## config.mk

```make
export PLATFORM = sky130hd
export DESIGN_NAME = thermal_agent_config_regs
export DESIGN_NICKNAME = d
export VERILOG_FILES = /design/src/hdl/thermal_agent_config_regs.v /design/src/hdl/agent_domain_pick.v
export VERILOG_INCLUDE_DIRS = /design/src /design/src/hdl
export SDC_FILE = /design/constraint.sdc
export NUM_CORES = 1
export LEC_CHECK = 0
export ABC_AREA = 1
export BUFFER_PORTS_ARGS = -buffer_cell sky130_fd_sc_hd__buf_2
export CAP_MARGIN = 20
export CORE_MARGIN = 2
export CORE_UTILIZATION = 59
export DETAILED_ROUTE_END_ITERATION = 12
export GPL_TIMING_DRIVEN = 0
export PLACE_DENSITY = 0.88
export SLEW_MARGIN = 20
export SYNTH_ARGS = -nofsm -noshare
export SYNTH_HDL_FRONTEND = slang
export SYNTH_HIERARCHICAL = 1
export SYNTH_SLANG_ARGS = --single-unit
export TNS_END_PERCENT = 100
```

## constraint.sdc

```tcl
create_clock -name core_clk_i -period 2.62 [get_ports core_clk_i]
set_input_delay 0 -clock core_clk_i [delete_from_list [all_inputs] [get_ports core_clk_i]]
set_output_delay 0 -clock core_clk_i [all_outputs]
set_load 0.02 [all_outputs]
```

## src/hdl/thermal_agent_regs.vh

```
// Constants for the thermal agent configuration register bank.
// Assumes an 8-bit configuration port with byte offsets E0h..E5h.
// How it works
// RQ1: Bits 7..4 of agent config enable agents four..one, set enables.
// RQ2: Bits 3..0 pick reporting domain per agent, clear domain 0, set domain 1.
// RQ3: Agents one to three obey domain select only when second domain present.
// RQ4: Four base registers hold a 7-bit value in bits 6..0, bit 7 reserved.
// RQ5: Every base register resets to 48h.
// RQ6: Link control bits 7..4 flag a second domain for agents four..one.
// RQ7: Link control bit 3 selects enhanced request-pin transmission mode.
// RQ8: Link control bit 1 set reports the higher of both domains per agent.
// RQ9: Link control bit 1 clear lets per-agent domain select bits decide.
// RQ10: Link control bit 0 set hands the link to an external host.
// RQ11: Agent config resets to 00h: all agents off, all report domain 0.
// RQ12: Link control resets to 00h; its bit 2 is reserved.
// RQ13: Disabled agents get no transactions and their results stay untouched.
// RQ14: Reserved bits read zero and ignore writes.
`ifndef THERMAL_AGENT_REGS_VH
`define THERMAL_AGENT_REGS_VH

`define TA_ADDR_AGENT_CFG 8'he0
`define TA_ADDR_BASE1 8'he1
`define TA_ADDR_BASE2 8'he2
`define TA_ADDR_BASE3 8'he3
`define TA_ADDR_BASE4 8'he4
`define TA_ADDR_LINK_CTRL 8'he5

`define TA_RST_AGENT_CFG 8'h00
`define TA_RST_BASE 7'h48
`define TA_RST_LINK_CTRL 8'h00

`define TA_ENABLE_LSB 4
`define TA_PRESENT_LSB 4
`define TA_BIT_ENHANCED 3
`define TA_BIT_RESERVED 2
`define TA_BIT_HIGHEST 1
`define TA_BIT_EXT_HOST 0
`define TA_LINK_CTRL_MASK 8'hfb

`define TA_AGENTS 4
`define TA_TEMP_W 16

`endif

```

## src/hdl/thermal_agent_config_regs.v

```verilog
// Configuration register bank for the thermal-link host: enables, bases,
// domain steering and link control, plus per-agent result selection.
// Assumes a same-clock register port with read data one cycle later;
// domain readings arrive from the link engine on the same clock.
//
// Local design decision: the address-and-strobe port.
`timescale 1ns/100ps
`default_nettype none
`include "thermal_agent_regs.vh"
module thermal_agent_config_regs (
    input wire core_clk_i, // 200 MHz system clock
    input wire arst_n_i, // Async reset, active low
    input wire [7:0] reg_addr_i, // Register byte offset
    input wire [7:0] reg_wdata_i, // Write data
    input wire reg_wr_i, // Write strobe
    input wire reg_rd_i, // Read strobe
    output reg [7:0] reg_rdata_o, // Read data, cycle after strobe
    input wire [3:0] result_valid_i, // Link engine has new readings, per agent
    input wire [63:0] dom0_temp_i, // Domain 0 readings, agent1 in low bits
    input wire [63:0] dom1_temp_i, // Domain 1 readings, agent1 in low bits
    output wire [3:0] agent_enable_o, // Agents allowed on the link
    output wire [27:0] temp_base_o, // Bases, agent1 in low 7 bits
    output wire enhanced_request_mode_en_o, // Enhanced request-pin mode
    output wire external_host_select_o, // Another device hosts the link
    output wire [63:0] agent_temp_o // Reported temperature per agent
);
    reg [7:0] agent_cfg_r;
    reg [7:0] link_ctrl_r;
    reg [27:0] base_r;
    reg [7:0] rdata_nxt;
    wire hit_cfg;
    wire hit_link;
    wire [3:0] hit_base;

    // Address compare used by the write paths; the read path decodes with a case
    function hit;
        input [7:0] a;
        input [7:0] b;
        begin
            hit = (a == b);
        end
    endfunction

    assign hit_cfg = hit(reg_addr_i, `TA_ADDR_AGENT_CFG);
    assign hit_link = hit(reg_addr_i, `TA_ADDR_LINK_CTRL);
    // Decoded once here so the generate loop indexes a plain vector
    assign hit_base = {hit(reg_addr_i, `TA_ADDR_BASE4), hit(reg_addr_i, `TA_ADDR_BASE3),
        hit(reg_addr_i, `TA_ADDR_BASE2), hit(reg_addr_i, `TA_ADDR_BASE1)};

    always @(posedge core_clk_i or negedge arst_n_i) begin
        if (!arst_n_i) begin
            agent_cfg_r <= `TA_RST_AGENT_CFG; // RQ11
            link_ctrl_r <= `TA_RST_LINK_CTRL; // RQ12
        end else if (reg_wr_i) begin
            if (hit_cfg) begin
                agent_cfg_r <= reg_wdata_i; // RQ1 RQ2
            end
            if (hit_link) begin
                link_ctrl_r <= reg_wdata_i & `TA_LINK_CTRL_MASK; // RQ6 RQ7 RQ10 RQ14
            end
        end
    end

    genvar g;
    generate
        for (g = 0; g < `TA_AGENTS; g = g + 1) begin : g_agent
            always @(posedge core_clk_i or negedge arst_n_i) begin
                if (!arst_n_i) begin
                    base_r[g*7 +: 7] <= `TA_RST_BASE; // RQ5
                end else if (reg_wr_i && hit_base[g]) begin
                    base_r[g*7 +: 7] <= reg_wdata_i[6:0]; // RQ4 RQ14
                end
            end

            // Agent four honours its select bit without the domain 1 flag
            agent_domain_pick u_pick (
                .core_clk_i(core_clk_i),
                .arst_n_i(arst_n_i),
                .update_i(result_valid_i[g] & agent_cfg_r[`TA_ENABLE_LSB+g]), // RQ13
                .has_second_i(link_ctrl_r[`TA_PRESENT_LSB+g]), // RQ3
                .sel_second_i(agent_cfg_r[g]),
                .honor_sel_i(g == 3),
                .highest_i(link_ctrl_r[`TA_BIT_HIGHEST]), // RQ8 RQ9
                .dom0_i(dom0_temp_i[g*16 +: 16]),
                .dom1_i(dom1_temp_i[g*16 +: 16]),
                .temp_o(agent_temp_o[g*16 +: 16])
            );
        end
    endgenerate

    always @* begin
        rdata_nxt = 8'h00;
        case (reg_addr_i)
            `TA_ADDR_AGENT_CFG: rdata_nxt = agent_cfg_r;
            `TA_ADDR_BASE1: rdata_nxt = {1'b0, base_r[6:0]}; // RQ14
            `TA_ADDR_BASE2: rdata_nxt = {1'b0, base_r[13:7]};
            `TA_ADDR_BASE3: rdata_nxt = {1'b0, base_r[20:14]};
            `TA_ADDR_BASE4: rdata_nxt = {1'b0, base_r[27:21]};
            `TA_ADDR_LINK_CTRL: rdata_nxt = link_ctrl_r;
            default: rdata_nxt = 8'h00;
        endcase
    end

    // Read data holds only in the cycle after the strobe
    always @(posedge core_clk_i or negedge arst_n_i) begin
        if (!arst_n_i) begin
            reg_rdata_o <= 8'h00;
        end else begin
            reg_rdata_o <= reg_rd_i ? rdata_nxt : 8'h00;
        end
    end

    assign agent_enable_o = agent_cfg_r[7:4]; // RQ1 RQ13
    assign temp_base_o = base_r;
    assign enhanced_request_mode_en_o = link_ctrl_r[`TA_BIT_ENHANCED]; // RQ7
    assign external_host_select_o = link_ctrl_r[`TA_BIT_EXT_HOST]; // RQ10
endmodule // thermal_agent_config_regs
`default_nettype wire

```

## src/hdl/agent_domain_pick.v

```verilog
// Per-agent choice of reported temperature from two domain readings.
// Assumes both readings are registered, same-clock data.
`timescale 1ns/100ps
`default_nettype none
module agent_domain_pick (
    input wire core_clk_i, // System clock
    input wire arst_n_i, // Async reset, active low
    input wire update_i, // Latch new result this cycle
    input wire has_second_i, // Agent has domain 1
    input wire sel_second_i, // Domain select bit
    input wire honor_sel_i, // Select works without domain 1 flag
    input wire highest_i, // Report higher of both domains
    input wire [15:0] dom0_i, // Domain 0 reading
    input wire [15:0] dom1_i, // Domain 1 reading
    output reg [15:0] temp_o // Reported temperature
);
    wire sel_ok;
    wire use_dom1;
    wire [15:0] hi_val;

    assign sel_ok = sel_second_i & (has_second_i | honor_sel_i); // RQ3
    // Signed compare: relative temperatures are negative offsets
    assign hi_val = ($signed(dom1_i) > $signed(dom0_i)) ? dom1_i : dom0_i;
    assign use_dom1 = sel_ok; // RQ9

    always @(posedge core_clk_i or negedge arst_n_i) begin
        if (!arst_n_i) begin
            temp_o <= 16'h0000;
        end else if (update_i) begin // RQ13
            if (highest_i) begin
                temp_o <= hi_val; // RQ8
            end else begin
                temp_o <= use_dom1 ? dom1_i : dom0_i; // RQ2
            end
        end
    end
endmodule // agent_domain_pick
`default_nettype wire

```

# Word level (Yosys, flattened, before mapping)
# Index checks and enable logic that the tools add are counted.
word_totals:
  reg_bits: 115
  in_bits: 152
  out_inout_bits: 106
  wordCells: 48
op_classes:
  order_cmp: 4
  eq_ne: 6
  mux: 14
  n_bitwise: 7
  reduce_logical: 6
ops:
  columns: ["operator", "n"]
  rows:
  - ["$mux 16", 12]
  - ["$gt 16x16->1", 4]
  - ["$eq 8x8->1 const B", 6]
  - ["$pmux 8 s6", 1]
  - ["$mux 8", 1]
  - ["$and 1x1->1", 7]
  - ["$logic_and 1x1->1", 4]
  - ["$reduce_and 2->1", 2]

# Logic depth before layout (Yosys ltp)
logic_depth:
  depth_word: 3
  mapped_depth: 17
  ltp_nobuf: 16

# Hierarchy
# Netlist, hierarchy kept.
modules_own_cells:
  columns: ["mod", "n_inst", "cells_each", "area_each_um2", "seq_area_each_um2"]
  rows:
  - ["agent_domain_pick", 4, 249, 1744.2, 400.4]
  - ["thermal_agent_config_regs", 1, 308, 2601.2, 1286.2]

# Worst setup path before layout
# No wires, ideal clock.
synth_path:
  kind: "input port to flip-flop"
  start: "in dom0_temp_i[15]"
  end: "reg g_agent[0].u_pick.temp_o[10]"
  setup_time_ns: 0.073
  arrival_ns: 1.422
  required_ns: 2.547
  path_slack_ns: 1.125
  cell_stages: 12
  path_buffers: 1
  cell_sequence: "inv_1 -> ha_1 -> a21oi_1 -> o21ai_1 -> a21oi_2 -> nand2_1 -> nand2_2 -> nand3_4 -> buf_6 -> nand2_2 -> nand3_2 -> a21oi_2"
synth_via:
  elab_chain_len: 3
synth_rtl:
  columns: ["element", "line", "source"]
  rows:
  - ["from (decl)", "thermal_agent_config_regs.v:19", "input wire [63:0] dom0_temp_i,"]
  - ["$gt 16x16->1", "agent_domain_pick.v:23", "assign hi_val = ($signed(dom1_i) > $signed(dom0_i)) ? dom1_i : dom0_i;"]
  - ["$mux 16", "agent_domain_pick.v:23", null]
  - ["$mux 16", "agent_domain_pick.v:30", "if (highest_i) begin"]
  - ["to (signal assigned)", "agent_domain_pick.v:31", "temp_o <= hi_val;"]
  - ["to (signal assigned)", "agent_domain_pick.v:33", "temp_o <= use_dom1 ? dom1_i : dom0_i;"]
  - ["to (decl)", "agent_domain_pick.v:15", "output reg [15:0] temp_o"]
# No other way between the ends.
# A chain may end at the register's enable or synchronous reset.

# Final worst setup path
layout_path:
  start: "in dom0_temp_i[15]"
  end: "reg g_agent[0].u_pick.temp_o[5]"
# The elaborated chain is that of the path after synthesis.

==> key figures <==
Power
  – Worst VDD drop: 0.466 mV
  – Internal: 0.00439 W
  – Seq pwr share: 32.4%
  – Switching power: 0.00302 W
  – Clock share of power: 31.8%
  – Lkg Pwr: 6.65 nW
  – PwrDens: 584 nW/um^2
  – Comb pwr share: 35.8%
  – Sw frac: 40.7%

GRT
  – Gr usage total: 36.7%
  – Initial antenna violation count: 1
  – Total global routing overflow: 0
  – Largest net degree at the start of global routing: 69
  – Vias in the first global route: 10680
  – First-pass GRT wire length: 51900 um

Synthesis
  – Count of different cell masters after synthesis: 30
  – Cell count after synthesis: 1304
  – Yosys warns: 6
  – Register area share after synthesis: 30.2%
  – Yosys top cell by area: dfrtp_1
  – Post-synthesis area per instance: 7.35 sq um
  – Netlist Area Pre-Place: 9580 sq um
  – Post-synthesis register bit count: 115
  – Synth top area share: 28.0%
  – Ranking of synthesized cells by area: dfrtp_1 (28%), nor2_1 (8.9%), ha_1 (8.4%)

Finish
  – Nets@finish: 1885
  – Most frequent cells in the layout: buf_2 (264), nor2_1 (226), nand2_1 (178)
  – Commonest non-fill, non-tap cell in the layout: buf_2
  – Layout cells sized above 1: 30.6%
  – Post-route non-filler standard cell count: 1899
  – P&R area growth vs syn: 32.6%

STA
  – Final setup vio count: 0
  – Worst slew margin: 36.9%
  – Final Hold Viols: 0
  – Slew Viols, Final: 0
  – Clk_skew: 0.0130 ns
  – Fin crit share: 99.6%
  – Fin worst setup slack: 0.0116 ns
  – Fmax: 0.383 GHz
  – Post-layout minimum cycle time: 2.61 ns
  – Tightest Pin Transition: 0.947 ns

Clock network
  – CTS clk-pin slew, worst paths: 0.08 ns
  – Total number of H-tree levels: 4
  – Root Buffer: clkbuf_16
  – Clock Sinks: 115
  – Clock buffer depth: 2
  – CTS tree: built
  – Clk_lat worst skew: 0.43 ns
  – Num CTS Buffers: 17

Drt
  – ANT nets after route: 0
  – Initial DRC Count: 1081
  – DRT Pass-1 Iters: 7
  – Wire per inst: 17.5 um
  – Drc violations: 0
  – DR vias: 11270
  – WL final: 33200 um
  – Vias per cell: 5.93

Floorplan
  – Die Area: 17300 sq um
  – Die width: 131 um
  – Initial Util: 60.3%
  – Site row count: 46
  – Area of the core: 15900 sq um
  – Ports: 258
  – Chip height: 131 um

Placed design
  – Gpl congestion: 0.952
  – Cell count after placement: 1780
  – Hpwl dp: 21400 um
  – Setup WS pre-CTS: 0.706 ns
  – Port Buffer Count: 257

Worst hold path
  – Hold Path Stages: 5
  – Worst hold path type: in2reg

Outcome
  – Status: finished clean

Setup path
  – Crit path required time: 2.99 ns
  – Worst setup EP type: flop
  – Worst-path fanout max: 10
  – CP Class: in2reg
  – Worst r2r path cells: 4
  – Critical Path AT: 2.98 ns
  – Startpoint Class: primary input

Job
  – Max-cap viol count: 0
## stage by stage
| stage | hold WS, ns | area, sq um | total power, W | TNS, ns | utilization [%] |
|---|---|---|---|---|---|
| CTS | 0.000407 | 12600 | 0.00726 | 0 | 79.1 |
| global route | 0.0225 | 12700 | 0.00775 | -0.0169 | 79.9 |
| finish | 0.0114 | 12700 | 0.00741 | 0 | 79.9 |
| global placement | 0.224 | 11100 | 0.00474 | 0 | 70.1 |
| detailed placement | -0.0389 | 11200 | 0.00482 | 0 | 70.4 |
| floorplan | -0.296 | 9590 | 0.00394 | 0 | - |
## power groups by stage
stage / combinational (W) / sequential [W] / clock (W)
global placement: 0.00235 / 0.00239 / 0
global route: 0.00286 / 0.00242 / 0.00247
detailed placement: 0.00242 / 0.00240 / 0
finish: 0.00266 / 0.00240 / 0.00235
CTS: 0.00252 / 0.00238 / 0.00236
floorplan: 0.00114 / 0.00281 / 0
## worst max-delay path, cell delays in order
cell	delay, ns
dlygate4sd3_1	0.54
buf_2	0.13
inv_1	0.11
ha_2	0.33
a21oi_1	0.17
o21ai_1	0.11
a21oi_2	0.18
buf_4	0.15
nand3_4	0.15
buf_6	0.19
nand4_1	0.12
nand3_2	0.08
dlygate4sd3_1	0.57
a21oi_2	0.12
## area by class of cell
cell class,instances,area [sq um]
flip-flops and latches,115,2890
well taps,216,270
clock buffers,17,425
repair buffers,344,2160
plain buffers,64,354
inverters,167,627
diodes,1,2.50
clock inverters,15,176
multi-input cells,960,5790
fillers,1046,3190
## cell families after synthesis
kind of cell,count (synthesis),share of synthesized area (%)
AO/OA/AOI/OAI,209,14.4
AND/OR/NAND/NOR,683,37.0
adder cells (fa/ha/maj),64,8.36
flip-flops,115,30.2
buffers and inverters,231,9.99
other,2,0.0784
## flip-flops by register name (all words and copies together) (netlist names)
| register | cells |
|---|---|
| reg_rdata_o | 8 |
| link_ctrl_r | 7 |
| temp_base_o | 28 |
| g_agent.u_pick/temp_o | 64 |
| agent_cfg_r | 8 |
## final timing paths
check / start / slack, ns / end
max in group asynchronous: arst_n_i / 1.78 / temp_base_o[24]$_DFFE_PN1P_
min in group asynchronous: arst_n_i / 0.09 / g_agent[3].u_pick/temp_o[8]$_DFFE_PN0P_
max: dom0_temp_i[15] / 0.01 / g_agent[0].u_pick/temp_o[5]$_DFFE_PN0P_
max reg2reg: link_ctrl_r[1]$_DFFE_PN0P_ / 0.25 / g_agent[3].u_pick/temp_o[15]$_DFFE_PN0P_
min reg2reg: temp_base_o[13]$_DFFE_PN1P_ / 0.49 / temp_base_o[13]$_DFFE_PN1P_
min: dom1_temp_i[41] / 0.01 / g_agent[2].u_pick/temp_o[9]$_DFFE_PN0P_
## what timing repair did
| action | 4_1_cts | 5_1_grt |
|---|---|---|
| resized for setup | 0 | 26 |
| endpoints found under the setup margin | 0 | 5 |
| hold buffers | 78 | 0 |
| setup buffers | 0 | 8 |
| hold endpoints to repair | 225 | 0 |
## cell usage after synthesis
| cell | n |
|---|---|
| a211oi_1 | 64 |
| a21o_1 | 4 |
| a21oi_1 | 44 |
| a21oi_2 | 44 |
| and2_1 | 1 |
| buf_2 | 12 |
| buf_4 | 4 |
| buf_6 | 8 |
| clkbuf_1 | 40 |
| conb_1 | 2 |
| dfrtp_1 | 107 |
| dfstp_2 | 8 |
| ha_1 | 64 |
| inv_1 | 165 |
| inv_2 | 2 |
| nand2_1 | 178 |
| nand2_2 | 54 |
| nand2_4 | 4 |
| nand3_1 | 75 |
| nand3_2 | 48 |
| nand3_4 | 4 |
| nand4_1 | 74 |
| nor2_1 | 227 |
| nor2_2 | 1 |
| nor2_4 | 10 |
| nor2_8 | 3 |
| nor3_4 | 4 |
| o21ai_0 | 34 |
| o21ai_1 | 18 |
| o22ai_1 | 1 |
## metal layers
metal | vias up | GRT usage [%] | share of wire [%]
li1 | 5095 | - | -
met1 | 5153 | 44.7 | 38
met2 | 818 | 61.4 | 47
met3 | 204 | 6.87 | 9.4
met4 | 0 | 20.2 | 5.4
met5 | - | 0 | 0
Note: power is estimated with default switching activity, not from simulation.
